===== config.mk =====
export PLATFORM = sky130hd
export DESIGN_NAME = tbs_test_bus
export DESIGN_NICKNAME = d
export VERILOG_FILES = /design/src/include/tbs_pkg.sv /design/src/rtl/tbs_test_bus.sv
export SDC_FILE = /design/constraint.sdc
export NUM_CORES = 1
export LEC_CHECK = 0
export BUFFER_PORTS_ARGS = -buffer_cell sky130_fd_sc_hd__buf_2
export CAP_MARGIN = 20
export CELL_PAD_IN_SITES_DETAIL_PLACEMENT = 0
export CELL_PAD_IN_SITES_GLOBAL_PLACEMENT = 2
export CORE_MARGIN = 4
export CORE_UTILIZATION = 21
export DETAILED_ROUTE_END_ITERATION = 12
export HOLD_SLACK_MARGIN = 0.15
export PLACE_DENSITY_LB_ADDON = 0.12
export SYNTH_ARGS = -nofsm -noshare
export SYNTH_HDL_FRONTEND = slang
export SYNTH_SLANG_ARGS = --single-unit

===== constraint.sdc =====
create_clock -name pclk -period 5.5 [get_ports pclk]
set_input_delay 1.1 -clock pclk [delete_from_list [all_inputs] [get_ports pclk]]
set_output_delay 1.1 -clock pclk [all_outputs]
set_load 0.02 [all_outputs]

===== src/include/tbs_pkg.sv =====
// test bus selector package: register map, select codes, carriers
// assumes a 125 MHz pclk and an 8-bit APB address space
package tbs_pkg;
  localparam int CLK_PERIOD_NS = 8;
  // delays from delimiter detect to header flags, in ns
  localparam int SIG_READY_NS = 8000;
  localparam int LEN_READY_NS = 32000;
  localparam int CRC_READY_NS = 48000;
  localparam int SIG_READY_CYC = SIG_READY_NS / CLK_PERIOD_NS;
  localparam int LEN_READY_CYC = LEN_READY_NS / CLK_PERIOD_NS;
  localparam int CRC_READY_CYC = CRC_READY_NS / CLK_PERIOD_NS;
  // register byte addresses
  localparam logic [7:0] ADDR_RX_LEN_LOW = 8'h6C;
  localparam logic [7:0] ADDR_TEST_SEL = 8'h70;
  localparam logic [7:0] ADDR_TEST_MON = 8'h74;
  localparam logic [7:0] TEST_SEL_RESET = 8'h00;
  // select codes
  localparam logic [7:0] SEL_QUIET = 8'h00;
  localparam logic [7:0] SEL_RX_ACQ = 8'h01;
  localparam logic [7:0] SEL_TX_FIELD = 8'h02;
  localparam logic [7:0] SEL_RSSI = 8'h03;
  localparam logic [7:0] SEL_QM1 = 8'h04;
  localparam logic [7:0] SEL_QM2_LO = 8'h05;
  localparam logic [7:0] SEL_CORR_LO = 8'h06;
  localparam logic [7:0] SEL_FREQ_LO = 8'h07;
  localparam logic [7:0] SEL_PHASE_LO = 8'h08;
  localparam logic [7:0] SEL_NCO_LO = 8'h09;
  localparam logic [7:0] SEL_BITSYNC = 8'h0A;
  localparam logic [7:0] SEL_PN = 8'h0B;
  localparam logic [7:0] SEL_CAL = 8'h0C;
  localparam logic [7:0] SEL_CORR_I = 8'h0D;
  localparam logic [7:0] SEL_CORR_Q = 8'h0E;
  localparam logic [7:0] SEL_CHIP_ERR = 8'h0F;
  localparam logic [7:0] SEL_NCO_HI = 8'h10;
  localparam logic [7:0] SEL_LAG_HI = 8'h11;
  localparam logic [7:0] SEL_PHASE_ERR = 8'h12;
  localparam logic [7:0] SEL_INPHASE_ROTATION_ERROR = 8'h13;
  localparam logic [7:0] SEL_QUADRATURE_ROTATION_ERROR = 8'h14;
  localparam logic [7:0] SEL_ADC = 8'h15;
  localparam logic [7:0] SEL_XOR_HI = 8'h16;
  localparam logic [7:0] SEL_XOR_LO = 8'h17;
  localparam logic [7:0] SEL_TIMING = 8'h18;
  localparam logic [7:0] SEL_CAL_ACC_LO = 8'h19;
  localparam logic [7:0] SEL_CAL_ACC_HI = 8'h1A;
  localparam logic [7:0] SEL_FREQ_ACC = 8'h1B;
  localparam logic [7:0] SEL_XOR_SLOW = 8'h1C;
  localparam logic [7:0] SEL_QM2_HI = 8'h1D;
  localparam logic [7:0] SEL_RSVD_A = 8'h1E;
  localparam logic [7:0] SEL_RSVD_B = 8'h1F;
  // modem state sampled on pclk
  typedef struct packed {
    logic cal_full_scale;
    logic carrier_sense_flag;
    logic energy_detect_flag;
    logic track_start;
    logic sfd_detect;
    logic header_crc_ok;
    logic initial_detect;
    logic transmit_enable_input;
    logic preamble_start;
    logic delim_start;
    logic sig_start;
    logic len_start;
    logic crc_start;
    logic payload_start;
    logic symbol_boundary_marker;
    logic enh_early_carrier_sense;
    logic early_carrier_sense;
    logic [5:0] rssi;
    logic [7:0] quality_metric_one;
    logic [15:0] quality_metric_two;
    logic [15:0] quality_metric_three;
    logic quality_metric_three_div;
    logic quality_valid;
    logic [7:0] corr_mag_lo;
    logic [18:0] freq_lo;
    logic [7:0] phase_lo;
    logic [15:0] nco_lo;
    logic [4:0] bitsync_acc;
    logic [2:0] bitsync_exp;
    logic last_symbol;
    logic [8:0] pn_top;
    logic cal_disable;
    logic [4:0] cal_value;
    logic [8:0] corr_i_hi;
    logic [8:0] corr_q_hi;
    logic [14:0] chip_err_acc;
    logic [19:0] nco_hi;
    logic [18:0] lag_hi;
    logic [6:0] phase_err;
    logic [5:0] inphase_rotation_error;
    logic [5:0] quadrature_rotation_error;
    logic [2:0] i_adc;
    logic [2:0] q_adc;
    logic [8:0] xor_hi;
    logic [8:0] xor_lo;
    logic [7:0] xor_slow;
    logic jump_clk;
    logic timing_jump_count;
    logic [4:0] master_timing_count;
    logic [17:0] cal_acc;
    logic [15:0] freq_acc;
    logic [7:0] rx_length_low;
  } tbs_modem_t;
  // modem clocks arriving from outside the pclk domain
  typedef struct packed {
    logic cal_clk;
    logic rssi_adc_clk;
    logic symbol_rate_clock;
    logic sample_clk;
  } tbs_clk_t;
endpackage : tbs_pkg


===== src/rtl/tbs_test_bus.sv =====
// test bus selector: routes a chosen modem signal group to 8 pins + strobe
// assumes modem state on pclk, modem clocks asynchronous, APB master
//
// Contract
// - select zero drives outputs and strobe low
// - acquisition flags rise in turn, clear after frame
// - acquisition bit order; strobe shows initial detect
// - signal, length, crc flags at 8/32/48 us
// - transmit field flags rise in turn, then clear
// - transmit bit order; strobe marks symbol boundary
// - early sense flags plus six-bit strength
// - quality values on 04h, 05h, 1Dh
// - 06h correlator magnitude, sample clock strobe
// - 07h-09h frequency, phase, NCO slices
// - 0Ah bit sync accumulator and exponent
// - 0Bh nine pseudo-noise bits incl. strobe
// - 0Ch calibration flags and value
// - 0Dh/0Eh high-rate I/Q correlator bits
// - 0Fh chip error bits, strobe low
// - 10h NCO and 11h lag accumulators
// - 12h-14h phase and rotation errors sign-extended
// - 15h zeros plus I and Q samples
// - 16h/17h/1Ch XOR fault data
// - 18h timing signals, sample clock strobe
// - 19h-1Bh accumulator nine-bit slices
// - read-only received length low byte
// - reserved selects drive everything low
// - monitor register reads the test outputs
//
// Local design decision: the APB interface to the registers.
`timescale 1ns/10ps
module tbs_test_bus #(
  parameter int SIG_CYC = tbs_pkg::SIG_READY_CYC, // signal field delay
  parameter int LEN_CYC = tbs_pkg::LEN_READY_CYC, // length field delay
  parameter int CRC_CYC = tbs_pkg::CRC_READY_CYC  // header crc delay
) (
  input wire logic pclk, // 125 MHz bus and modem clock
  input wire logic presetn, // async reset, active low
  input wire logic psel, // apb select
  input wire logic penable, // apb access phase
  input wire logic pwrite, // apb direction
  input wire logic [7:0] paddr, // apb byte address
  input wire logic [31:0] pwdata, // apb write data
  input wire logic [3:0] pstrb, // apb byte strobes
  output logic [31:0] prdata, // apb read data
  output logic pready, // apb ready
  output logic pslverr, // apb error
  input wire tbs_pkg::tbs_modem_t mdm, // modem state
  input wire tbs_pkg::tbs_clk_t mclk, // raw modem clocks
  output logic [7:0] test_out, // test pins 7:0
  output logic test_strobe // test strobe pin
);
  import tbs_pkg::*;

  localparam int TW = $clog2(CRC_CYC + 1);

  // refuse delay sets the timer cannot order, at elaboration
  if (!(SIG_CYC > 0 && SIG_CYC < LEN_CYC && LEN_CYC < CRC_CYC))
  begin : g_bad_delays
    $error("tbs_test_bus: delays must be increasing and nonzero");
  end

  logic [7:0] test_sel;
  logic [7:0] next_out;
  logic next_strobe;
  logic [3:0] clk_s1;
  logic [3:0] clk_s2;
  tbs_clk_t ck;
  logic [TW-1:0] frame_cyc;
  logic sig_ready;
  logic len_ready;
  logic crc_ready;
  logic setup;
  logic access;
  logic mapped;

  // two-flop synchronisers; only the second stage is ever read
  genvar g;
  generate
    for (g = 0; g < 4; g++)
    begin : g_sync
      always_ff @(posedge pclk or negedge presetn)
      begin
        if (!presetn)
        begin
          clk_s1[g] <= 1'b0;
          clk_s2[g] <= 1'b0;
        end
        else
        begin
          clk_s1[g] <= mclk[g];
          clk_s2[g] <= clk_s1[g];
        end
      end
    end
  endgenerate
  assign ck = tbs_clk_t'(clk_s2);

  // cycles since delimiter detect; held at zero outside a frame so the
  // header flags drop together with the acquisition flags
  always_ff @(posedge pclk or negedge presetn)
  begin
    if (!presetn)
      frame_cyc <= '0;
    else if (!mdm.sfd_detect)
      frame_cyc <= '0;
    else if (frame_cyc != TW'(CRC_CYC))
      frame_cyc <= frame_cyc + TW'(1);
  end

  // header flags; crc also needs the modem's crc verdict
  assign sig_ready = mdm.sfd_detect && frame_cyc >= TW'(SIG_CYC);
  assign len_ready = mdm.sfd_detect && frame_cyc >= TW'(LEN_CYC);
  assign crc_ready = mdm.sfd_detect && frame_cyc >= TW'(CRC_CYC)
                     && mdm.header_crc_ok;

  // routing mux; unknown selects fall to a quiet bus
  always_comb
  begin
    next_out = 8'h00;
    next_strobe = 1'b0;
    unique case (test_sel)
      SEL_QUIET: ;
      SEL_RX_ACQ:
      begin
        next_out = {mdm.cal_full_scale, mdm.carrier_sense_flag,
                    mdm.energy_detect_flag, mdm.track_start,
                    mdm.sfd_detect, sig_ready, len_ready,
                    crc_ready};
        next_strobe = mdm.initial_detect;
      end
      SEL_TX_FIELD:
      begin
        next_out = {mdm.cal_full_scale, mdm.transmit_enable_input,
                    mdm.preamble_start, mdm.delim_start, mdm.sig_start,
                    mdm.len_start, mdm.crc_start,
                    mdm.payload_start};
        next_strobe = mdm.symbol_boundary_marker;
      end
      SEL_RSSI:
      begin
        next_out = {mdm.enh_early_carrier_sense, mdm.early_carrier_sense,
                    mdm.rssi};
        next_strobe = ck.rssi_adc_clk;
      end
      SEL_QM1:
      begin
        next_out = mdm.quality_metric_one;
        next_strobe = mdm.quality_valid;
      end
      SEL_QM2_LO:
      begin
        next_out = mdm.quality_metric_three_div ?
                   mdm.quality_metric_three[7:0] :
                   mdm.quality_metric_two[7:0];
        next_strobe = mdm.quality_valid;
      end
      SEL_QM2_HI:
      begin
        next_out = mdm.quality_metric_three_div ?
                   mdm.quality_metric_three[15:8] :
                   mdm.quality_metric_two[15:8];
        next_strobe = mdm.quality_valid;
      end
      SEL_CORR_LO:
      begin
        next_out = mdm.corr_mag_lo;
        next_strobe = ck.sample_clk;
      end
      SEL_FREQ_LO:
      begin
        next_out = mdm.freq_lo[18:11];
        next_strobe = ck.symbol_rate_clock;
      end
      SEL_PHASE_LO:
      begin
        next_out = mdm.phase_lo;
        next_strobe = ck.symbol_rate_clock;
      end
      SEL_NCO_LO:
      begin
        next_out = mdm.nco_lo[15:8];
        next_strobe = ck.symbol_rate_clock;
      end
      SEL_BITSYNC:
      begin
        next_out = {mdm.bitsync_acc, mdm.bitsync_exp};
        next_strobe = mdm.last_symbol;
      end
      SEL_PN: {next_out, next_strobe} = mdm.pn_top;
      SEL_CAL:
      begin
        next_out = {mdm.cal_full_scale, mdm.energy_detect_flag,
                    mdm.cal_disable, mdm.cal_value};
        next_strobe = ck.cal_clk;
      end
      SEL_CORR_I:
      begin
        next_out = mdm.corr_i_hi[8:1];
        next_strobe = ck.sample_clk;
      end
      SEL_CORR_Q:
      begin
        next_out = mdm.corr_q_hi[8:1];
        next_strobe = ck.sample_clk;
      end
      SEL_CHIP_ERR: next_out = mdm.chip_err_acc[14:7];
      SEL_NCO_HI:
      begin
        next_out = mdm.nco_hi[19:12];
        next_strobe = ck.sample_clk;
      end
      SEL_LAG_HI:
      begin
        next_out = mdm.lag_hi[18:11];
        next_strobe = ck.sample_clk;
      end
      SEL_PHASE_ERR:
      begin
        next_out = {mdm.phase_err[6], mdm.phase_err};
        next_strobe = ck.sample_clk;
      end
      SEL_INPHASE_ROTATION_ERROR:
      begin
        next_out = {{2{mdm.inphase_rotation_error[5]}},
                    mdm.inphase_rotation_error};
        next_strobe = ck.sample_clk;
      end
      SEL_QUADRATURE_ROTATION_ERROR:
      begin
        next_out = {{2{mdm.quadrature_rotation_error[5]}},
                    mdm.quadrature_rotation_error};
        next_strobe = ck.sample_clk;
      end
      SEL_ADC:
      begin
        next_out = {2'h0, mdm.i_adc, mdm.q_adc};
        next_strobe = ck.sample_clk;
      end
      SEL_XOR_HI: {next_out, next_strobe} = mdm.xor_hi;
      SEL_XOR_LO: {next_out, next_strobe} = mdm.xor_lo;
      SEL_XOR_SLOW:
      begin
        next_out = mdm.xor_slow;
        next_strobe = ck.symbol_rate_clock;
      end
      SEL_TIMING:
      begin
        next_out = {mdm.jump_clk, mdm.timing_jump_count,
                    ck.symbol_rate_clock,
                    mdm.master_timing_count};
        next_strobe = ck.sample_clk;
      end
      SEL_CAL_ACC_LO: {next_out, next_strobe} = mdm.cal_acc[8:0];
      SEL_CAL_ACC_HI: {next_out, next_strobe} = mdm.cal_acc[17:9];
      SEL_FREQ_ACC: {next_out, next_strobe} = mdm.freq_acc[15:7];
      default: ;
    endcase
  end

  // registered pins keep glitches off the test header
  always_ff @(posedge pclk or negedge presetn)
  begin
    if (!presetn)
    begin
      test_out <= 8'h00;
      test_strobe <= 1'b0;
    end
    else
    begin
      test_out <= next_out;
      test_strobe <= next_strobe;
    end
  end

  // apb: no wait states, answer prepared during the setup cycle
  assign setup = psel && !penable;
  assign access = psel && penable && pready;
  assign mapped = paddr == ADDR_RX_LEN_LOW || paddr == ADDR_TEST_SEL
                  || paddr == ADDR_TEST_MON;

  // select register; only byte lane 0 carries it
  always_ff @(posedge pclk or negedge presetn)
  begin
    if (!presetn)
      test_sel <= TEST_SEL_RESET;
    else if (access && pwrite && paddr == ADDR_TEST_SEL && pstrb[0])
      test_sel <= pwdata[7:0];
  end

  // ready rises for exactly the access cycle
  always_ff @(posedge pclk or negedge presetn)
  begin
    if (!presetn)
      pready <= 1'b0;
    else
      pready <= setup;
  end

  // read data and error; writes to read-only words are refused
  always_ff @(posedge pclk or negedge presetn)
  begin
    if (!presetn)
    begin
      prdata <= 32'h0000_0000;
      pslverr <= 1'b0;
    end
    else if (setup)
    begin
      pslverr <= !mapped || (pwrite && paddr != ADDR_TEST_SEL);
      prdata <= 32'h0000_0000;
      if (!pwrite)
      begin
        unique case (paddr)
          ADDR_RX_LEN_LOW: prdata[7:0] <= mdm.rx_length_low;
          ADDR_TEST_SEL: prdata[7:0] <= test_sel;
          ADDR_TEST_MON: prdata[7:0] <= test_out;
          default: ;
        endcase
      end
    end
    else
    begin
      pslverr <= 1'b0;
    end
  end

  // checks
  AST_QUIET_BUS: assert property (@(posedge pclk) disable iff (!presetn)
    test_sel == SEL_QUIET |=> test_out == 8'h00 && !test_strobe)
    else $error("quiet select left the test bus active");
  AST_RESERVED_LOW: assert property (@(posedge pclk) disable iff (!presetn)
    (test_sel == SEL_RSVD_A || test_sel == SEL_RSVD_B)
    |=> test_out == 8'h00 && !test_strobe)
    else $error("reserved select drove the test bus");
  AST_SIG_READY_TIME: assert property (@(posedge pclk)
    disable iff (!presetn)
    $rose(sig_ready) |-> frame_cyc == TW'(SIG_CYC))
    else $error("signal field flag rose at the wrong time");
  AST_FLAGS_CLEAR: assert property (@(posedge pclk) disable iff (!presetn)
    test_sel == SEL_RX_ACQ && !mdm.sfd_detect
    |=> test_out[2:0] == 3'h0)
    else $error("header flags stayed up after the frame");
  AST_RSSI_MAP: assert property (@(posedge pclk) disable iff (!presetn)
    test_sel == SEL_RSSI |=> test_out[5:0] == $past(mdm.rssi))
    else $error("strength sample misrouted");
  AST_QM_HIGH: assert property (@(posedge pclk) disable iff (!presetn)
    test_sel == SEL_QM2_HI && !mdm.quality_metric_three_div
    |=> test_out == $past(mdm.quality_metric_two[15:8]))
    else $error("quality high byte misrouted");
  AST_ADC_TOP_ZERO: assert property (@(posedge pclk) disable iff (!presetn)
    test_sel == SEL_ADC |=> test_out[7:6] == 2'h0)
    else $error("converter select left top bits set");
  AST_CHIP_STROBE: assert property (@(posedge pclk) disable iff (!presetn)
    test_sel == SEL_CHIP_ERR |=> !test_strobe)
    else $error("chip error select raised the strobe");
  AST_MON_READ: assert property (@(posedge pclk) disable iff (!presetn)
    access && !pwrite && paddr == ADDR_TEST_MON
    |-> prdata[7:0] == $past(test_out))
    else $error("monitor read does not match the test pins");
  AST_SEL_LATENCY: assert property (@(posedge pclk) disable iff (!presetn)
    access && pwrite && paddr == ADDR_TEST_SEL && pstrb[0]
    |=> test_sel == $past(pwdata[7:0]))
    else $error("select write did not take effect");
  COV_RX_CRC: cover property (@(posedge pclk) disable iff (!presetn)
    test_sel == SEL_RX_ACQ && crc_ready);
  COV_SEL_WRITE: cover property (@(posedge pclk) disable iff (!presetn)
    access && pwrite && paddr == ADDR_TEST_SEL);
  COV_BAD_ADDR: cover property (@(posedge pclk) disable iff (!presetn)
    access && pslverr);
endmodule : tbs_test_bus


==> metrics.cfg, run 1 <==
[status]
status = finished clean

[synthesis]
synth_cell_types = 80
synth-seq-cells = 48
synth_edf_count = 0
seq_area_frac_synth_pct = 24.2
synthAdderAreaFrac_pct = 0.504
synth_simple_gate_area_share_pct = 26.0
syn_area_um2 = 4960
synth_ff_type = dfrtp_1
synth_largest_area_cell = dfrtp_1
yosysTopAreaCellShare_pct = 24.2
synth.mux.area_fraction_pct = 12.4
postSynthAreaPerCell_um2 = 8.35
synth_top_family_by_area = simple AND/OR/NAND/NOR gates
synthesis.instances = 594
async_reset_ff_share_pct = 100
synth_warnings = 0
synth.area.top_cells = dfrtp_1 (24%), mux2i_1 (6.1%), mux2_2 (5.4%)
synthXorXnorAreaFrac_pct = 1.59
synth_compound_area_share_pct = 25.3

[clocking]
clock_latency_ps = 300
clockRootBuffer = clkbuf_16
numCtsBuffers = 5
clk_pin_slew_ps = 80
cts_tree = done
ctsHoldBuffers = 0
cts_resized = 0
clockBufferDepth = 2
numClockSinks = 48
htree_num_levels = 2
postCtsSetupBuffers = 0

[grt]
grt_max_degree = 49
track_usage_pct = 21.2
grt_overflow = 0
grt_pass1_vias = 6551
grt_pass1_wl_um = 42000
antenna_found_initial = 5

[flow_run]
maxCapViolCount = 0

[cells_and_area]
seqCellArea_um2 = 1200
drive_gt1_share_pct = 42.8
multi_input_area_um2 = 3380
fin_area_um2 = 6840
fillerInstances = 2573
final_common_cell = buf_2
layout.nets = 1228
syn_to_final_growth_pct = 37.7
final_cell_mix = buf_2 (298), nand3_1 (51), dfrtp_1 (45)

[timing]
drv_slew = 0
setup-tns-final_ps = 0
setup_violations = 0
period_share_pct = 60.1
fin_skew_ps = 7.66
final_hold_viol_count = 0
rsz0062_at_grt = false
clock.fmax_mhz = 303
fin_ws_ps = 2200
worst_slew_pin_slew_ps = 1100
layout_min_cycle_time_ps = 3300
hold_slack_ps = 350
slew_headroom_pct = 26.5

[placement]
portBuffers = 298
place_hpwl_um = 22800
pre_cts_slack_ps = 2200
gp_congestion = 0.801
place_area_um2 = 6620

[setup_path]
cp.required_ps = 5660
critPathKind = reg2reg
timing.rr.start = test_sel[4]
cp-end-kind = flop
r2r_slack_ps = 2200
crit_start = test_sel[4]
startpoint_type = flop
crit_fanout = 34
cp.arrival_ps = 3470

[routing]
antenna_left = 0
routedWlPerCell_um = 24.7
remaining_drc_errors = 0
routed_wl_um = 29100
drtPass1Iterations = 5
drtIter0Drc = 461
via_count = 6141
vias_per_cell = 5.21

[floorplanning]
die_w_um = 162
coreArea_um2 = 22900
io_pins = 408
fp.dieH_um = 162
initial_core_util_pct = 21.7
rows = 55
die_area_um2 = 26200

[hold_path]
hold_path_class = reg2reg
hp-start = clk_s1[0]

[power]
peakVddDrop_v = 0.0000957
power.total_uw = 996
leakage_uw = 0.00304
powerDensity_nw_per_um2 = 146

==> per-layer routing <==
| layer | up-vias | global-route usage, % | share of wire, % |
|---|---|---|---|
| li1 | 2802 | - | - |
| met4 | 2 | 5.38 | 2.0 |
| met3 | 36 | 4.21 | 7.6 |
| met1 | 2996 | 28.5 | 44 |
| met2 | 305 | 34.9 | 47 |
| met5 | - | 0 | 0.038 |
==> critical path, cell delays in order, from the launching register on <==
cell and delay, ps:
dfrtp_1 540, buf_4 440, or4_1 590, nor2_1 110, buf_4 230, a2111oi_0 550
o22ai_1 170, or4b_1 530
==> area by class of cell <==
class / count / share of cell area [%]
antenna: 4 / 0.146
clock buffer: 5 / 1.83
tap: 313 / 5.73
sequential: 48 / 17.6
multi-input combinational: 481 / 49.4
timing repair buffer: 314 / 23.6
inverter: 11 / 0.604
clock inverter: 3 / 1.01
==> synth_stat cells, types with 4 or more instances <==
library cell  instances
o211ai_1             10
buf_2                19
buf_1                 8
a221o_1               4
o21ai_0              13
nand3_1              51
a221oi_1             19
inv_1                10
buf_4                28
nand4_1              17
dfrtp_1              48
a2111oi_0             5
nor4_1                4
clkbuf_1             18
nand2b_1              9
a21oi_1              17
nor3_1               17
a32oi_1               5
or3_1                 6
and2_1                8
a21boi_0              4
a22oi_1              16
mux2i_1              30
nor2_1               20
or4_1                 6
nor2b_1              11
a211oi_1             12
and3_1               12
o31ai_1               5
xor2_1                5
buf_6                 4
nand2_1              37
o22ai_1               7
a22o_1                7
a31oi_1               7
xnor2_1               4
mux2_2               24
==> worst paths after layout <==
| path | cells after the start | end |
|---|---|---|
| worst max register to register | 7 | test_out[2] |
| worst max-delay path | 7 | test_out[2] |
| max in group asynchronous | 2 | test_sel[3] |
| min in group asynchronous | 2 | pslverr |
| worst min register to register | 0 | ck[0] |
| worst min-delay path | 0 | ck[0] |
==> stage by stage <==
stage	util, %	instances
after CTS	29.7	1174
after detailed placement	28.9	1166
after global routing	29.8	1179
final	29.8	1179
after global placement	28.9	1166
after floorplan	-	617
==> cell families after synthesis <==
family / after synthesis
flops: 48
other cells: 1
mux: 56
buf+inv: 88
compound gates: 165
fa+ha+maj: 2
simple gates: 225
xor+xnor: 9
==> where the power goes <==
group	total, uW	switching [uW]	internal, uW
clock network	413	150	263
registers	373	8.41	364
logic	210	106	105
==> state kept, by name, summed over array words and instances, names as in the netlist <==
signal	cells
test_sel	8
test_strobe	1
clk_s1	4
ck	4
pready	1
pslverr	1
test_out	8
frame_cyc	13
prdata	8
No activity file was read; power rests on OpenSTA's default activity.
==> run 2: changes to the inputs <==
--- a/config.mk
+++ b/config.mk
@@ -5,12 +5,13 @@
 export SDC_FILE = /design/constraint.sdc
 export NUM_CORES = 1
 export LEC_CHECK = 0
+export ABC_AREA = 1
 export BUFFER_PORTS_ARGS = -buffer_cell sky130_fd_sc_hd__buf_2
 export CAP_MARGIN = 20
 export CELL_PAD_IN_SITES_DETAIL_PLACEMENT = 0
 export CELL_PAD_IN_SITES_GLOBAL_PLACEMENT = 2
 export CORE_MARGIN = 4
-export CORE_UTILIZATION = 21
+export CORE_UTILIZATION = 15
 export DETAILED_ROUTE_END_ITERATION = 12
 export HOLD_SLACK_MARGIN = 0.15
 export PLACE_DENSITY_LB_ADDON = 0.12
==> constraint.sdc (replaced) <==
create_clock -name pclk -period 2.9 [get_ports pclk]
set_input_delay 0.58 -clock pclk [delete_from_list [all_inputs] [get_ports pclk]]
set_output_delay 0.58 -clock pclk [all_outputs]
set_load 0.02 [all_outputs]
==> run 2 against run 1 <==
Critical path depth up 2. Final area up 3.0%. Largest cell class unchanged. Count of clock-buffer cells in the layout up 1. Largest power group unchanged. Power up 72%. Combinational power up 46%. Register-to-register slack worse by 1600 ps.
==> metrics.cfg, run 2 <==
[status]
status = finished clean  ; unchanged

[cells_and_area]
drive_gt1_share_pct = 29.9  ; was 42.8%
largest-register = frame_cyc  ; unchanged
fillerInstances = 3820  ; was 2573
multi_input_area_um2 = 3270  ; was 3380 um^2
final_cell_mix = nand2_1 (455), buf_2 (298), nor2_1 (119)  ; was buf_2 (298), nand3_1 (51), dfrtp_1 (45)
seqCellArea_um2 = 1200  ; about the same
final_common_cell = nand2_1  ; was buf_2
layout.nets = 1575  ; was 1228
syn_to_final_growth_pct = 45.3  ; was 37.7%
largest_reg_flops = 13  ; unchanged

[timing]
clock.fmax_mhz = 434  ; was 303 MHz
fin_skew_ps = 5.72  ; was 7.66 ps
drv_slew = 0  ; unchanged
final_hold_viol_count = 0  ; unchanged
worst_slew_pin_slew_ps = 731  ; was 1100 ps
rsz0062_at_grt = false  ; unchanged
slew_headroom_pct = 51.2  ; was 26.5%
layout_min_cycle_time_ps = 2300  ; was 3300 ps
period_share_pct = 79.4  ; was 60.1%
fin_ws_ps = 596  ; was 2200 ps
setup-tns-final_ps = 0  ; unchanged
setup_violations = 0  ; unchanged

[clocking]
numCtsBuffers = 5  ; unchanged
cts_resized = 0  ; unchanged
numClockSinks = 48  ; unchanged
ctsHoldBuffers = 0  ; unchanged
clockRootBuffer = clkbuf_16  ; unchanged
clock_latency_ps = 300  ; about the same
clockBufferDepth = 2  ; unchanged
cts_tree = done  ; unchanged
postCtsSetupBuffers = 0  ; unchanged
clk_pin_slew_ps = 70  ; was 80 ps
htree_num_levels = 2  ; unchanged

[floorplanning]
die_w_um = 188  ; was 162 um
rows = 65  ; was 55
initial_core_util_pct = 15.3  ; was 21.7%
io_pins = 408  ; unchanged
coreArea_um2 = 31700  ; was 22900 um^2
fp.dieH_um = 188  ; was 162 um
die_area_um2 = 35200  ; was 26200 um^2

[routing]
drtIter0Drc = 249  ; was 461
drtPass1Iterations = 4  ; was 5
vias_per_cell = 3.92  ; was 5.21
via_count = 6338  ; was 6141
remaining_drc_errors = 0  ; unchanged
routed_wl_um = 29300  ; was 29100 um
antenna_left = 0  ; unchanged
routedWlPerCell_um = 18.1  ; was 24.7 um

[setup_path]
cp_slowest_cell = nor2_2  ; was or4_1
cp_cell_sequence = inv_2, nor2_1, nand2_1, nor2_2, buf_4, nand2_1, o211ai_1, nor2_1, nand2_1  ; was buf_4, or4_1, nor2_1, buf_4, a2111oi_0, o22ai_1, or4b_1
timing.rr.end = test_out[0]  ; was test_out[2]
r2r_slack_ps = 600  ; was 2200 ps
reg2reg_depth = 9  ; was 7
cp_slowest_stage_delay_ps = 620  ; was 590 ps
path_common_cell = nand2_1  ; was buf_4
critPathKind = reg2reg  ; unchanged
setup.worst_path.end = test_out[0]  ; was test_out[2]
startpoint_type = flop  ; unchanged
cp.required_ps = 3140  ; was 5660 ps
cp-end-kind = flop  ; unchanged
crit_start = test_sel[2]  ; was test_sel[4]
timing.rr.start = test_sel[2]  ; was test_sel[4]
crit_fanout = 9  ; was 34
cp.arrival_ps = 2540  ; was 3470 ps

[synthesis]
yosysTopAreaCellShare_pct = 35.3  ; was 24.2%
seq_area_frac_synth_pct = 24.8  ; was 24.2%
async_reset_ff_share_pct = 100  ; unchanged
synth_largest_area_cell = nand2_1  ; was dfrtp_1
synth.area.top_cells = nand2_1 (35%), dfrtp_1 (25%), nor2_1 (9.2%)  ; was dfrtp_1 (24%), mux2i_1 (6.1%), mux2_2 (5.4%)
synthesis.instances = 894  ; was 594
synth_common_cells = nand2_1 (455), nor2_1 (119), nand3_1 (69)  ; was nand3_1 (51), dfrtp_1 (48), nand2_1 (37)
synth_edf_count = 0  ; unchanged
yosysMostFrequentCell = nand2_1  ; was nand3_1
postSynthAreaPerCell_um2 = 5.42  ; was 8.35 um^2
synth-seq-cells = 48  ; unchanged
synth_warnings = 0  ; unchanged
synth_cell_types = 31  ; was 80
syn_area_um2 = 4840  ; was 4960 um^2
synth_ff_type = dfrtp_1  ; unchanged

[grt]
grt_pass1_wl_um = 43000  ; was 42000 um
grt_overflow = 0  ; unchanged
antenna_found_initial = 10  ; was 5
grt_max_degree = 32  ; was 49
grt_pass1_vias = 6730  ; was 6551
track_usage_pct = 16.2  ; was 21.2%

[power]
leakage_uw = 0.00419  ; was 0.00304 uW
powerDensity_nw_per_um2 = 243  ; was 146 nW/um^2
peakVddDrop_v = 0.000225  ; was 0.0000957 V

[placement]
pre_cts_slack_ps = 688  ; was 2200 ps
place_hpwl_um = 24800  ; was 22800 um
gp_congestion = 0.762  ; was 0.801
portBuffers = 298  ; unchanged

[hold_path]
hold_path_class = in2async  ; was reg2reg

[flow_run]
maxCapViolCount = 0  ; unchanged

-- run 2: cell types whose count changed after synthesis, sizes merged, moves of 19 or more --
cell / previous run / this run
o21ai: 13 / 33
nand2: 37 / 455
inv: 10 / 58
nor2: 25 / 145
mux2: 24 / 0
mux2i: 30 / 1
a221oi: 19 / 0
nand3: 51 / 71
buf: 59 / 31
-- run 2: cell families (layout without fill, tap and decap cells) --
group | Yosys count | count (layout) | synth area share [%]
compound gates | 50 | 50 | 5.40
fa+ha+maj | 2 | 2 | 0.516
buf+inv | 94 | 386 | 9.50
flops | 48 | 48 | 24.8
mux | 1 | 1 | 0.207
other cells | 1 | 30 | 0.0774
simple gates | 698 | 698 | 59.5
-- run 2: worst min-delay path by stage --
stage | endpoint | start | depth (start not counted) | slack, ps
2_1_floorplan | ck[0] | presetn | 0 | 280
3_3_place_gp | ck[3] | clk_s1[3] | 0 | 340
3_5_place_dp | ck[0] | clk_s1[0] | 0 | 340
4_1_cts | pslverr | presetn | 1 | 230
5_1_grt | pslverr | presetn | 1 | 240
6_report | pslverr | presetn | 1 | 200
-- run 2: through the flow --
step	std cells	utilization [%]	hold slack (ps)	power [uW]	cell area (um^2)
2_1_floorplan	917	-	284	803	4930
3_3_place_gp	1603	21.6	335	1010	6850
3_5_place_dp	1603	21.6	338	1010	6850
4_1_cts	1611	22.1	227	1740	7030
5_1_grt	1617	22.2	240	1800	7040
6_report	1617	22.2	205	1710	7040
-- run 2: cell type report --
cell class / count / share of cell area (%)
Clock buffer: 6 / 1.97
Sequential cell: 48 / 17.1
Clock inverter: 2 / 0.551
Inverter: 58 / 3.09
Antenna cell: 6 / 0.213
Tap cell: 402 / 7.14
Multi-Input combinational cell: 775 / 46.4
Timing Repair Buffer: 320 / 23.5
-- run 2: per-layer routing --
metal	track usage [%]	part of all wire [%]
met5	0	0.19
met1	21.0	44
met4	2.74	0.83
met3	2.92	5.7
met2	28.4	49
-- run 2: critical path, delay by kind of cell, from the launching register on --
family / cells / cell delay [ps]
buffers and inverters: 2 / 310
DFF: 1 / 550
and+or+nand+nor: 6 / 1300
AOI/OAI and AO/OA: 1 / 80
-- run 2: where the power goes --
group | switching [uW] | leakage [uW] | total [uW] | internal [uW]
registers | 7.16 | 0.000647 | 687 | 680
logic | 153 | 0.00345 | 307 | 154
clock network | 281 | 0.0000871 | 715 | 433
